### config.mk
export PLATFORM = sky130hd
export DESIGN_NAME = timer2_auto_reload
export DESIGN_NICKNAME = d
export VERILOG_FILES = /design/src/inc/timer2_pkg.sv /design/src/hdl/timer2_auto_reload.sv /design/src/hdl/timebase_gen.sv
export VERILOG_INCLUDE_DIRS = /design/src /design/src/inc
export SDC_FILE = /design/constraint.sdc
export NUM_CORES = 1
export LEC_CHECK = 0
export BUFFER_PORTS_ARGS = -buffer_cell sky130_fd_sc_hd__buf_2
export CAP_MARGIN = 10
export CORE_ASPECT_RATIO = 0.8
export CORE_MARGIN = 2
export CORE_UTILIZATION = 30
export DETAILED_ROUTE_END_ITERATION = 7
export GPL_TIMING_DRIVEN = 0
export HOLD_SLACK_MARGIN = 0.15
export PLACE_DENSITY_LB_ADDON = 0.3
export SYNTH_ARGS = -nofsm -noshare
export SYNTH_HDL_FRONTEND = slang
export SYNTH_SLANG_ARGS = --single-unit
### constraint.sdc
create_clock -name core_clk -period 2.3 [get_ports core_clk]
set_input_delay 0.46 -clock core_clk [delete_from_list [all_inputs] [get_ports core_clk]]
set_output_delay 0.46 -clock core_clk [all_outputs]
set_load 0.05 [all_outputs]
### src/inc/timer2_defs.svh
// register map, field positions, reset values and divider counts
`ifndef TIMER2_DEFS_SVH
`define TIMER2_DEFS_SVH
`define T2_ADDR_CTRL 8'hc8
`define T2_ADDR_RLD_LO 8'hca
`define T2_ADDR_RLD_HI 8'hcb
`define T2_ADDR_CNT_LO 8'hcc
`define T2_ADDR_CNT_HI 8'hcd
`define T2_BIT_HOVF 7
`define T2_BIT_LOVF 6
`define T2_BIT_LIRQ_EN 5
`define T2_BIT_SPLIT 3
`define T2_BIT_RUN 2
`define T2_BIT_XCLK 0
`define T2_CTRL_RESET 8'h00
`define T2_BYTE_RESET 8'h00
`define T2_BYTE_MAX 8'hff
`define T2_SYS_DIV 12
`define T2_EXT_DIV 8
`endif

### src/inc/timer2_pkg.sv
// types shared by the timer files
package timer2_pkg;
  // one-hot timebase choice for a count byte
  typedef enum logic [2:0]
  {
    SRC_SYS_DIV12 = 3'b001,
    SRC_EXT_DIV8 = 3'b010,
    SRC_SYS = 3'b100
  } timebase_t;
endpackage : timer2_pkg

### src/hdl/timer2_auto_reload.sv
// sixteen-bit auto-reload timer with split 8-bit mode
//
// Notes on behaviour
// high overflow flag sets when high byte rolls from ff to 00
// in 16-bit mode high flag sets when whole count wraps ffff to 0000
// set high flag with timer interrupt enabled raises the interrupt request
// hardware never clears high flag; only a software write of zero
// low flag sets on every low byte wrap in both modes, never auto-cleared
// low flag interrupts only when low irq enable and timer irq enable set
// software keeps low irq enable cleared in 16-bit mode
// split select: zero one 16-bit counter, one two 8-bit counters
// run control zero stops counting, one lets it count
// in split mode run gates only high byte; low byte always counts
// alternate select: zero system clock over 12, one external over 8
// external divided timebase synchronised to system clock before use
// in split mode alternate select serves both bytes, fast selects override
// control bits 4 and 1 read zero, writes ignored
// two writable 8-bit reload registers hold reload low and high bytes
// count bytes form one 16-bit count, or two 8-bit counts in split
// 16-bit wrap loads both reload bytes into the count
// split wrap reloads each byte from its own reload byte
// fast select one uses system clock, zero the alternate timebase
// count advances one per cycle with enable pulse while permitted
// reset clears control, reload and count; stopped, 16-bit, low irq off
`timescale 1ns/10ps
`include "timer2_defs.svh"
module timer2_auto_reload #(
  parameter int SYS_DIV = `T2_SYS_DIV,
  parameter int EXT_DIV = `T2_EXT_DIV
) (
  // clock and reset
  input wire logic core_clk,
  input wire logic reset,
  // special function register port
  input wire logic [7:0] sfr_addr,
  input wire logic sfr_wr,
  input wire logic [7:0] sfr_wdata,
  input wire logic sfr_rd,
  output logic [7:0] sfr_rdata,
  // clock selects held in the shared clock select register
  input wire logic high_byte_fast_clock_select,
  input wire logic low_byte_fast_clock_select,
  // timer interrupt enable from the interrupt enable register
  input wire logic timer_irq_enable,
  // external oscillator
  input wire logic ext_osc,
  // interrupt request to the processor
  output logic timer_irq
);

  // control register fields
  logic high_overflow_flag_q;
  logic low_overflow_flag_q;
  logic low_overflow_irq_enable_q;
  logic split_mode_select_q;
  logic run_control_q;
  logic alternate_clock_select_q;

  // reload and count bytes
  logic [7:0] reload_low_byte_q;
  logic [7:0] reload_high_byte_q;
  logic [7:0] count_low_byte_q;
  logic [7:0] count_high_byte_q;
  logic [7:0] count_low_byte_d;
  logic [7:0] count_high_byte_d;

  // register decode strobes
  logic wr_ctrl;
  logic wr_rld_lo;
  logic wr_rld_hi;
  logic wr_cnt_lo;
  logic wr_cnt_hi;

  // timebase enables
  logic sys_div_tick;
  logic ext_div_tick;
  timer2_pkg::timebase_t low_src;
  timer2_pkg::timebase_t high_src;
  logic low_tick;
  logic high_tick;

  // per-byte advance and wrap events
  logic low_step;
  logic high_step;
  logic low_wrap;
  logic high_wrap;
  logic full_wrap;
  logic hovf_set;
  logic lovf_set;

  // read value and request
  logic [7:0] ctrl_view;
  logic [7:0] rdata_d;
  logic irq_d;

  // reset image as a vector, since a field cannot be picked out of a bare literal
  localparam logic [7:0] CTRL_RESET = `T2_CTRL_RESET;

  // enable pulses from the shared prescalers
  // synchronised external timebase
  timebase_gen #(
    .SYS_DIV(SYS_DIV),
    .EXT_DIV(EXT_DIV)
  ) u_timebase (
    .core_clk(core_clk),
    .reset(reset),
    .ext_osc(ext_osc),
    .sys_div_tick(sys_div_tick),
    .ext_div_tick(ext_div_tick)
  );

  // map a fast select and the alternate select onto a timebase
  function automatic timer2_pkg::timebase_t pick_src(
    input logic fast,
    input logic alt
  );
    if (fast)
      pick_src = timer2_pkg::SRC_SYS;
    else if (alt)
      pick_src = timer2_pkg::SRC_EXT_DIV8;
    else
      pick_src = timer2_pkg::SRC_SYS_DIV12;
  endfunction : pick_src

  // turn a chosen timebase into its enable pulse
  function automatic logic src_tick(
    input timer2_pkg::timebase_t src,
    input logic div12,
    input logic ext8
  );
    case (src)
      timer2_pkg::SRC_SYS: src_tick = 1'b1;
      timer2_pkg::SRC_EXT_DIV8: src_tick = ext8;
      timer2_pkg::SRC_SYS_DIV12: src_tick = div12;
      default: src_tick = 1'b0;
    endcase
  endfunction : src_tick

  // timebase per byte; the low select drives the whole 16-bit counter
  // alternate timebase choice
  // alternate select shared by both bytes
  // fast select overrides
  always_comb
  begin
    low_src = pick_src(low_byte_fast_clock_select, alternate_clock_select_q);
    high_src = pick_src(high_byte_fast_clock_select, alternate_clock_select_q);
    low_tick = src_tick(low_src, sys_div_tick, ext_div_tick);
    high_tick = src_tick(high_src, sys_div_tick, ext_div_tick);
  end

  // gating of each byte by mode and run control
  // run gates counting
  // split low byte free running
  // one step per enable pulse
  always_comb
  begin
    if (split_mode_select_q)
    begin
      low_step = low_tick;
      high_step = run_control_q & high_tick;
    end
    else
    begin
      low_step = run_control_q & low_tick;
      high_step = low_step & (count_low_byte_q == `T2_BYTE_MAX);
    end
  end

  // wrap detection; in 16-bit mode the high byte only moves on a carry
  // carry links the bytes only outside split
  assign low_wrap = low_step & (count_low_byte_q == `T2_BYTE_MAX);
  assign high_wrap = high_step & (count_high_byte_q == `T2_BYTE_MAX);
  assign full_wrap = ~split_mode_select_q & high_wrap;

  // flag set events
  // high byte wrap
  // whole count wrap
  assign hovf_set = high_wrap;
  // every low byte wrap
  assign lovf_set = low_wrap;

  // address decode for writes
  always_comb
  begin
    wr_ctrl = 1'b0;
    wr_rld_lo = 1'b0;
    wr_rld_hi = 1'b0;
    wr_cnt_lo = 1'b0;
    wr_cnt_hi = 1'b0;
    if (!sfr_wr)
      wr_ctrl = 1'b0;
    else if (sfr_addr == `T2_ADDR_CTRL)
      wr_ctrl = 1'b1;
    else if (sfr_addr == `T2_ADDR_RLD_LO)
      wr_rld_lo = 1'b1;
    else if (sfr_addr == `T2_ADDR_RLD_HI)
      wr_rld_hi = 1'b1;
    else if (sfr_addr == `T2_ADDR_CNT_LO)
      wr_cnt_lo = 1'b1;
    else if (sfr_addr == `T2_ADDR_CNT_HI)
      wr_cnt_hi = 1'b1;
  end

  // overflow flags: a wrap in the clearing cycle still sets the flag
  // only software clears the high flag
  always_ff @(posedge core_clk)
  begin
    if (reset)
      high_overflow_flag_q <= 1'b0;
    else if (hovf_set)
      high_overflow_flag_q <= 1'b1;
    else if (wr_ctrl)
      high_overflow_flag_q <= sfr_wdata[`T2_BIT_HOVF];
  end

  // low flag is never cleared by hardware
  always_ff @(posedge core_clk)
  begin
    if (reset)
      low_overflow_flag_q <= 1'b0;
    else if (lovf_set)
      low_overflow_flag_q <= 1'b1;
    else if (wr_ctrl)
      low_overflow_flag_q <= sfr_wdata[`T2_BIT_LOVF];
  end

  // writable control fields; bits 4 and 1 have no storage
  // split mode select
  // unused bits dropped
  // reset to stopped 16-bit mode
  always_ff @(posedge core_clk)
  begin
    if (reset)
    begin
      low_overflow_irq_enable_q <= CTRL_RESET[`T2_BIT_LIRQ_EN];
      split_mode_select_q <= CTRL_RESET[`T2_BIT_SPLIT];
      run_control_q <= CTRL_RESET[`T2_BIT_RUN];
      alternate_clock_select_q <= CTRL_RESET[`T2_BIT_XCLK];
    end
    else if (wr_ctrl)
    begin
      low_overflow_irq_enable_q <= sfr_wdata[`T2_BIT_LIRQ_EN];
      split_mode_select_q <= sfr_wdata[`T2_BIT_SPLIT];
      run_control_q <= sfr_wdata[`T2_BIT_RUN];
      alternate_clock_select_q <= sfr_wdata[`T2_BIT_XCLK];
    end
  end

  // reload bytes, software only
  // reload storage
  always_ff @(posedge core_clk)
  begin
    if (reset)
    begin
      reload_low_byte_q <= `T2_BYTE_RESET;
      reload_high_byte_q <= `T2_BYTE_RESET;
    end
    else
    begin
      if (wr_rld_lo)
        reload_low_byte_q <= sfr_wdata;
      if (wr_rld_hi)
        reload_high_byte_q <= sfr_wdata;
    end
  end

  // next low count; a software write beats a step in the same cycle
  // full wrap reloads the low byte too
  // split wrap reloads own byte
  always_comb
  begin
    count_low_byte_d = count_low_byte_q;
    if (wr_cnt_lo)
      count_low_byte_d = sfr_wdata;
    else if (full_wrap)
      count_low_byte_d = reload_low_byte_q;
    else if (split_mode_select_q && low_wrap)
      count_low_byte_d = reload_low_byte_q;
    else if (low_step)
      count_low_byte_d = count_low_byte_q + 8'h01;
  end

  // next high count; in 16-bit mode a low-only wrap leaves low at 00
  // full wrap loads the high reload
  // split high reload
  always_comb
  begin
    count_high_byte_d = count_high_byte_q;
    if (wr_cnt_hi)
      count_high_byte_d = sfr_wdata;
    else if (high_wrap)
      count_high_byte_d = reload_high_byte_q;
    else if (high_step)
      count_high_byte_d = count_high_byte_q + 8'h01;
  end

  // count storage
  // counts clear on reset
  always_ff @(posedge core_clk)
  begin
    if (reset)
    begin
      count_low_byte_q <= `T2_BYTE_RESET;
      count_high_byte_q <= `T2_BYTE_RESET;
    end
    else
    begin
      count_low_byte_q <= count_low_byte_d;
      count_high_byte_q <= count_high_byte_d;
    end
  end

  // control register as software sees it
  // unused bits read zero
  always_comb
  begin
    ctrl_view = 8'h00;
    ctrl_view[`T2_BIT_HOVF] = high_overflow_flag_q;
    ctrl_view[`T2_BIT_LOVF] = low_overflow_flag_q;
    ctrl_view[`T2_BIT_LIRQ_EN] = low_overflow_irq_enable_q;
    ctrl_view[`T2_BIT_SPLIT] = split_mode_select_q;
    ctrl_view[`T2_BIT_RUN] = run_control_q;
    ctrl_view[`T2_BIT_XCLK] = alternate_clock_select_q;
  end

  // read mux; unmapped addresses read zero
  always_comb
  begin
    if (sfr_addr == `T2_ADDR_CTRL)
      rdata_d = ctrl_view;
    else if (sfr_addr == `T2_ADDR_RLD_LO)
      rdata_d = reload_low_byte_q;
    else if (sfr_addr == `T2_ADDR_RLD_HI)
      rdata_d = reload_high_byte_q;
    else if (sfr_addr == `T2_ADDR_CNT_LO)
      rdata_d = count_low_byte_q;
    else if (sfr_addr == `T2_ADDR_CNT_HI)
      rdata_d = count_high_byte_q;
    else
      rdata_d = 8'h00;
  end

  // read data held until the next read
  always_ff @(posedge core_clk)
  begin
    if (reset)
      sfr_rdata <= 8'h00;
    else if (sfr_rd)
      sfr_rdata <= rdata_d;
  end

  // request level; stays up while any enabled flag stands
  // high flag request
  // low flag needs both enables
  assign irq_d = timer_irq_enable
    & (high_overflow_flag_q
    | (low_overflow_flag_q & low_overflow_irq_enable_q));

  // registered so the request never glitches on decode
  always_ff @(posedge core_clk)
  begin
    if (reset)
      timer_irq <= 1'b0;
    else
      timer_irq <= irq_d;
  end

endmodule : timer2_auto_reload

### src/hdl/timebase_gen.sv
// divided system clock and synchronised external oscillator enables
`timescale 1ns/10ps
`include "timer2_defs.svh"
module timebase_gen #(
  parameter int SYS_DIV = `T2_SYS_DIV,
  parameter int EXT_DIV = `T2_EXT_DIV
) (
  // clock and reset
  input wire logic core_clk,
  input wire logic reset,
  // external oscillator level
  input wire logic ext_osc,
  // one-cycle count enables
  output logic sys_div_tick,
  output logic ext_div_tick
);
  localparam int SW = $clog2(SYS_DIV);
  localparam int EW = $clog2(EXT_DIV);
  localparam logic [SW-1:0] SYS_LAST = SW'(SYS_DIV - 1);
  localparam logic [EW-1:0] EXT_LAST = EW'(EXT_DIV - 1);

  logic [SW-1:0] sys_cnt_q;
  logic [EW-1:0] ext_cnt_q;
  logic osc_meta_q;
  logic osc_sync_q;
  logic osc_prev_q;
  logic osc_rise;

  // system clock prescaler, pulse on the last count
  always_ff @(posedge core_clk)
  begin
    if (reset)
      sys_cnt_q <= '0;
    else if (sys_cnt_q == SYS_LAST)
      sys_cnt_q <= '0;
    else
      sys_cnt_q <= sys_cnt_q + 1'b1;
  end

  assign sys_div_tick = (sys_cnt_q == SYS_LAST);

  // two-stage synchroniser; the edge detector only sees the second stage
  always_ff @(posedge core_clk)
  begin
    if (reset)
    begin
      osc_meta_q <= 1'b0;
      osc_sync_q <= 1'b0;
      osc_prev_q <= 1'b0;
    end
    else
    begin
      osc_meta_q <= ext_osc;
      osc_sync_q <= osc_meta_q;
      osc_prev_q <= osc_sync_q;
    end
  end

  assign osc_rise = osc_sync_q & ~osc_prev_q;

  // count oscillator edges, pulse on every eighth
  always_ff @(posedge core_clk)
  begin
    if (reset)
      ext_cnt_q <= '0;
    else if (osc_rise)
      ext_cnt_q <= (ext_cnt_q == EXT_LAST) ? '0 : ext_cnt_q + 1'b1;
  end

  assign ext_div_tick = osc_rise & (ext_cnt_q == EXT_LAST);
endmodule : timebase_gen

==> results.py <==
metrics = {
    "placement": {
        "placed_cell_area_um2": 3420,
        "dp_hpwl_mm": 7.07,
        "pre_cts_ws_ps": -216,
        "portBuffers": 30,
        "place_inst": 524,
        "place_congestion": 0.874,
    },
    "critical_path": {
        "arrival_ps": 2430,
        "r2r-start": "u_timebase.ext_cnt_q[0]",
        "critPathBufInv": 0,
        "crit_top_cell": "ha_1",
        "worstPathMaxFanout": 8,
        "end_kind": "register",
        "reg2reg_slack_ps": 130,
        "startpoint": "u_timebase.ext_cnt_q[0]",
        "max_stage_delay_ps": 430,
        "critPathTopFamily": "compound AO/OA/AOI/OAI gates",
        "reg2reg_depth": 7,
        "reg2reg_to": "count_low_byte_q[4]",
        "crit_type": "register to register",
        "start_kind": "register",
        "crit_chain": "ha_1 > ha_1 > and4b_1 > o32ai_1 > o21a_1 > a22oi_1 > o22ai_1",
        "cp_slowest_cell": "o32ai_1",
        "crit_required_ps": 2560,
    },
    "global_routing": {
        "grt_pass1_vias": 2801,
        "grt_pass1_wl_mm": 15.6,
        "grt_overflow": 0,
        "grt_use_total": 0.185,
        "grt_max_degree": 11,
        "grt_antenna_before_repair": 0,
    },
    "floorplanning": {
        "initial_core_util": 0.305,
        "die_w_um": 118,
        "chipHeight_um": 94.9,
        "die-area_um2": 11200,
        "ioPinCount": 33,
        "core_area_um2": 10200,
        "rows": 33,
    },
    "cells_and_area": {
        "n_fill_cell": 1074,
        "drive_gt1_frac": 0.161,
        "syn_to_final_growth_pct": 23.0,
        "diodes": 0,
        "nets": 428,
        "layoutNonFillerInstCount": 543,
        "design_area_um2": 3810,
    },
    "drt": {
        "vias": 2875,
        "drc_errors": 0,
        "drt_pass1_iterations": 5,
        "wire_per_inst_um": 18.1,
        "antenna_left": 0,
        "wirelength_mm": 9.80,
        "avgViaCountPerCell": 5.29,
        "dr.first_iter.drc_count": 216,
    },
    "synthesis": {
        "syn_inst": 354,
        "synth_edf_count": 0,
        "synthArstFlopShare": 0,
        "synthesis.area_um2": 3100,
        "yosys_most_used_dff": "dfxtp_1",
        "ys_seq_area_frac": 0.368,
        "synth_cell_types": 56,
        "syn-num-nets": 383,
        "avgSynthCellArea_um2": 8.75,
        "yosys_warnings": 0,
        "synth_seq_cells": 57,
    },
    "sta": {
        "rsz0062_at_grt": "no",
        "fin_skew_ps": 9.99,
        "hold_viol_final": 0,
        "relSlewSlack": 0.546,
        "layout_setup_ws_ps": 129,
        "fin_crit_ps": 2170,
        "finalSetupViolCount": 0,
        "slew_violations": 0,
        "holdWs_ps": 333,
        "tightest_slew_ps": 680,
        "post-route-period-util": 0.944,
        "fmax_mhz": 461,
    },
    "cts": {
        "cts_max_level": 3,
        "cts_buffers": 9,
        "cts-root-buf": "clkbuf_16",
        "cts.path.max_buffers": 2,
        "tritoncts": "built",
        "clkTransAtPathRegs_ps": 60,
        "hold_buffers": 0,
        "clkSinkCount": 57,
        "clock_latency_ps": 330,
    },
    "worst_hold_path": {
        "holdPathStages": 2,
        "min_path_type": "primary input to register",
        "min_from": "ext_osc",
        "min_to": "u_timebase.osc_meta_q",
    },
    "run_status": {
        "status": "finished clean",
    },
    "power_and_ir_drop": {
        "power.density_nw_per_um2": 717,
        "peakVddDrop_mv": 0.416,
        "power_leakage_nw": 1.39,
    },
    "run": {
        "maxCapViolCount": 0,
    },
}
## worst max path at each step
stage / end / slack (ps) / depth (start not counted)
global placement: count_low_byte_q[2] / -150 / 8
detailed placement: count_low_byte_q[2] / -220 / 8
finish: count_low_byte_q[4] / 130 / 7
global route: reload_high_byte_q[1] / 10 / 7
floorplan: count_low_byte_q[2] / 350 / 7
CTS: count_low_byte_q[1] / 70 / 6
## state kept, by name, indices dropped and copies added, names as in the netlist, 3 cells and up
| register | flops |
|---|---|
| reload_low_byte_q | 8 |
| count_low_byte_q | 8 |
| u_timebase.sys_cnt_q | 4 |
| sfr_rdata | 8 |
| count_high_byte_q | 8 |
| u_timebase.ext_cnt_q | 3 |
| reload_high_byte_q | 8 |
## layer usage
metal	wire length (µm)	track usage	up-vias
met2	4270	0.277	92
li1	-	-	1398
met5	0	0	-
met4	59	0.0643	0
met1	4650	0.258	1379
met3	827	0.0483	6
## timing repair
item	4_1_cts	5_1_grt
setup endpoints to repair	1	9
pin swaps	0	2
endpoints found under the hold margin	0	0
setup buffers	3	1
resized for setup	0	1
## where the power goes
part           internal [mW]  leakage (nW)  total, mW  switching, mW
sequential              1.00         0.461       1.01        0.00946
clock                   1.08         0.169       1.56          0.481
combinational         0.0508         0.763      0.160          0.109
## kinds of logic (layout without fill, tap and decap cells)
logic type      after synthesis  count (layout)  share of synthesized area
compound gates               92              92                      0.212
mux                          33              33                      0.107
buf+inv                      30              79                     0.0424
xor+xnor                     10              10                     0.0283
flops                        57              57                      0.368
simple gates                127             127                      0.222
fa+ha+maj                     5               5                     0.0202
## area by class of cell
class,count,area [µm²],share of cell area
multi-input combinational,267,1830,0.480
sequential,57,1140,0.299
clock buffer,10,239,0.0627
timing repair buffer,34,193,0.0505
tap,140,175,0.0459
clock inverter,5,104,0.0272
buffer,22,101,0.0266
inverter,8,30.0,0.00788
## stage by stage
step	total power, mW	TNS [ps]	utilization
finish	2.73	0	0.375
global route	2.82	0	0.375
CTS	2.75	0	0.373
detailed placement	1.19	-2870	0.337
global placement	1.19	-1970	0.337
floorplan	1.12	0	-
## worst register-to-register path, stage by stage, from the launching register on
cell and delay, ps:
dfxtp_1 320, ha_1 200, ha_1 200, and4b_1 250
o32ai_1 430, o21a_1 400, a22oi_1 120, o22ai_1 170
## layout by cell type, fill, tap and decap left out, types with 6 or more instances in the layout
cell       count
and3_1         6
o22ai_1        8
nand4_1        6
o21ai_1        8
clkbuf_16      9
a22oi_1       14
clkbuf_1      17
mux2i_1       33
a21o_1         7
buf_2         32
nor3b_1        7
nand2_1       20
nand3_1       15
xnor2_1        9
nor2_1        39
inv_1          8
a311oi_1       7
o21ai_0        9
dfxtp_1       57
a21oi_1       19
## Yosys cell counts, types with 2 or more instances
| library cell | n | share of area |
|---|---|---|
| nand3b_1 | 2 | 0.0048 |
| nand4_1 | 6 | 0.012 |
| nor3_1 | 3 | 0.0048 |
| nand2_1 | 20 | 0.024 |
| dfxtp_1 | 57 | 0.37 |
| nor2_1 | 40 | 0.048 |
| and4_1 | 2 | 0.0057 |
| o21ai_0 | 9 | 0.015 |
| a22oi_1 | 14 | 0.034 |
| o311a_1 | 2 | 0.0065 |
| buf_2 | 2 | 0.0032 |
| a221o_1 | 2 | 0.0065 |
| nor2b_1 | 5 | 0.010 |
| and3_1 | 6 | 0.012 |
| mux2i_1 | 33 | 0.11 |
| and3_2 | 2 | 0.0048 |
| or3_1 | 2 | 0.0040 |
| nand3_1 | 15 | 0.024 |
| a41oi_1 | 4 | 0.011 |
| a2111o_1 | 2 | 0.0073 |
| a311oi_1 | 7 | 0.020 |
| nor3b_1 | 7 | 0.017 |
| a21oi_1 | 19 | 0.031 |
| xnor2_1 | 9 | 0.025 |
| nand2b_1 | 4 | 0.0081 |
| a21o_1 | 7 | 0.017 |
| o21a_1 | 2 | 0.0048 |
| clkbuf_1 | 17 | 0.021 |
| o22ai_1 | 8 | 0.016 |
| inv_1 | 8 | 0.0097 |
| ha_1 | 5 | 0.020 |
| and2_1 | 2 | 0.0040 |
| o21ai_1 | 8 | 0.013 |
Power figures use the tool's default switching activity.
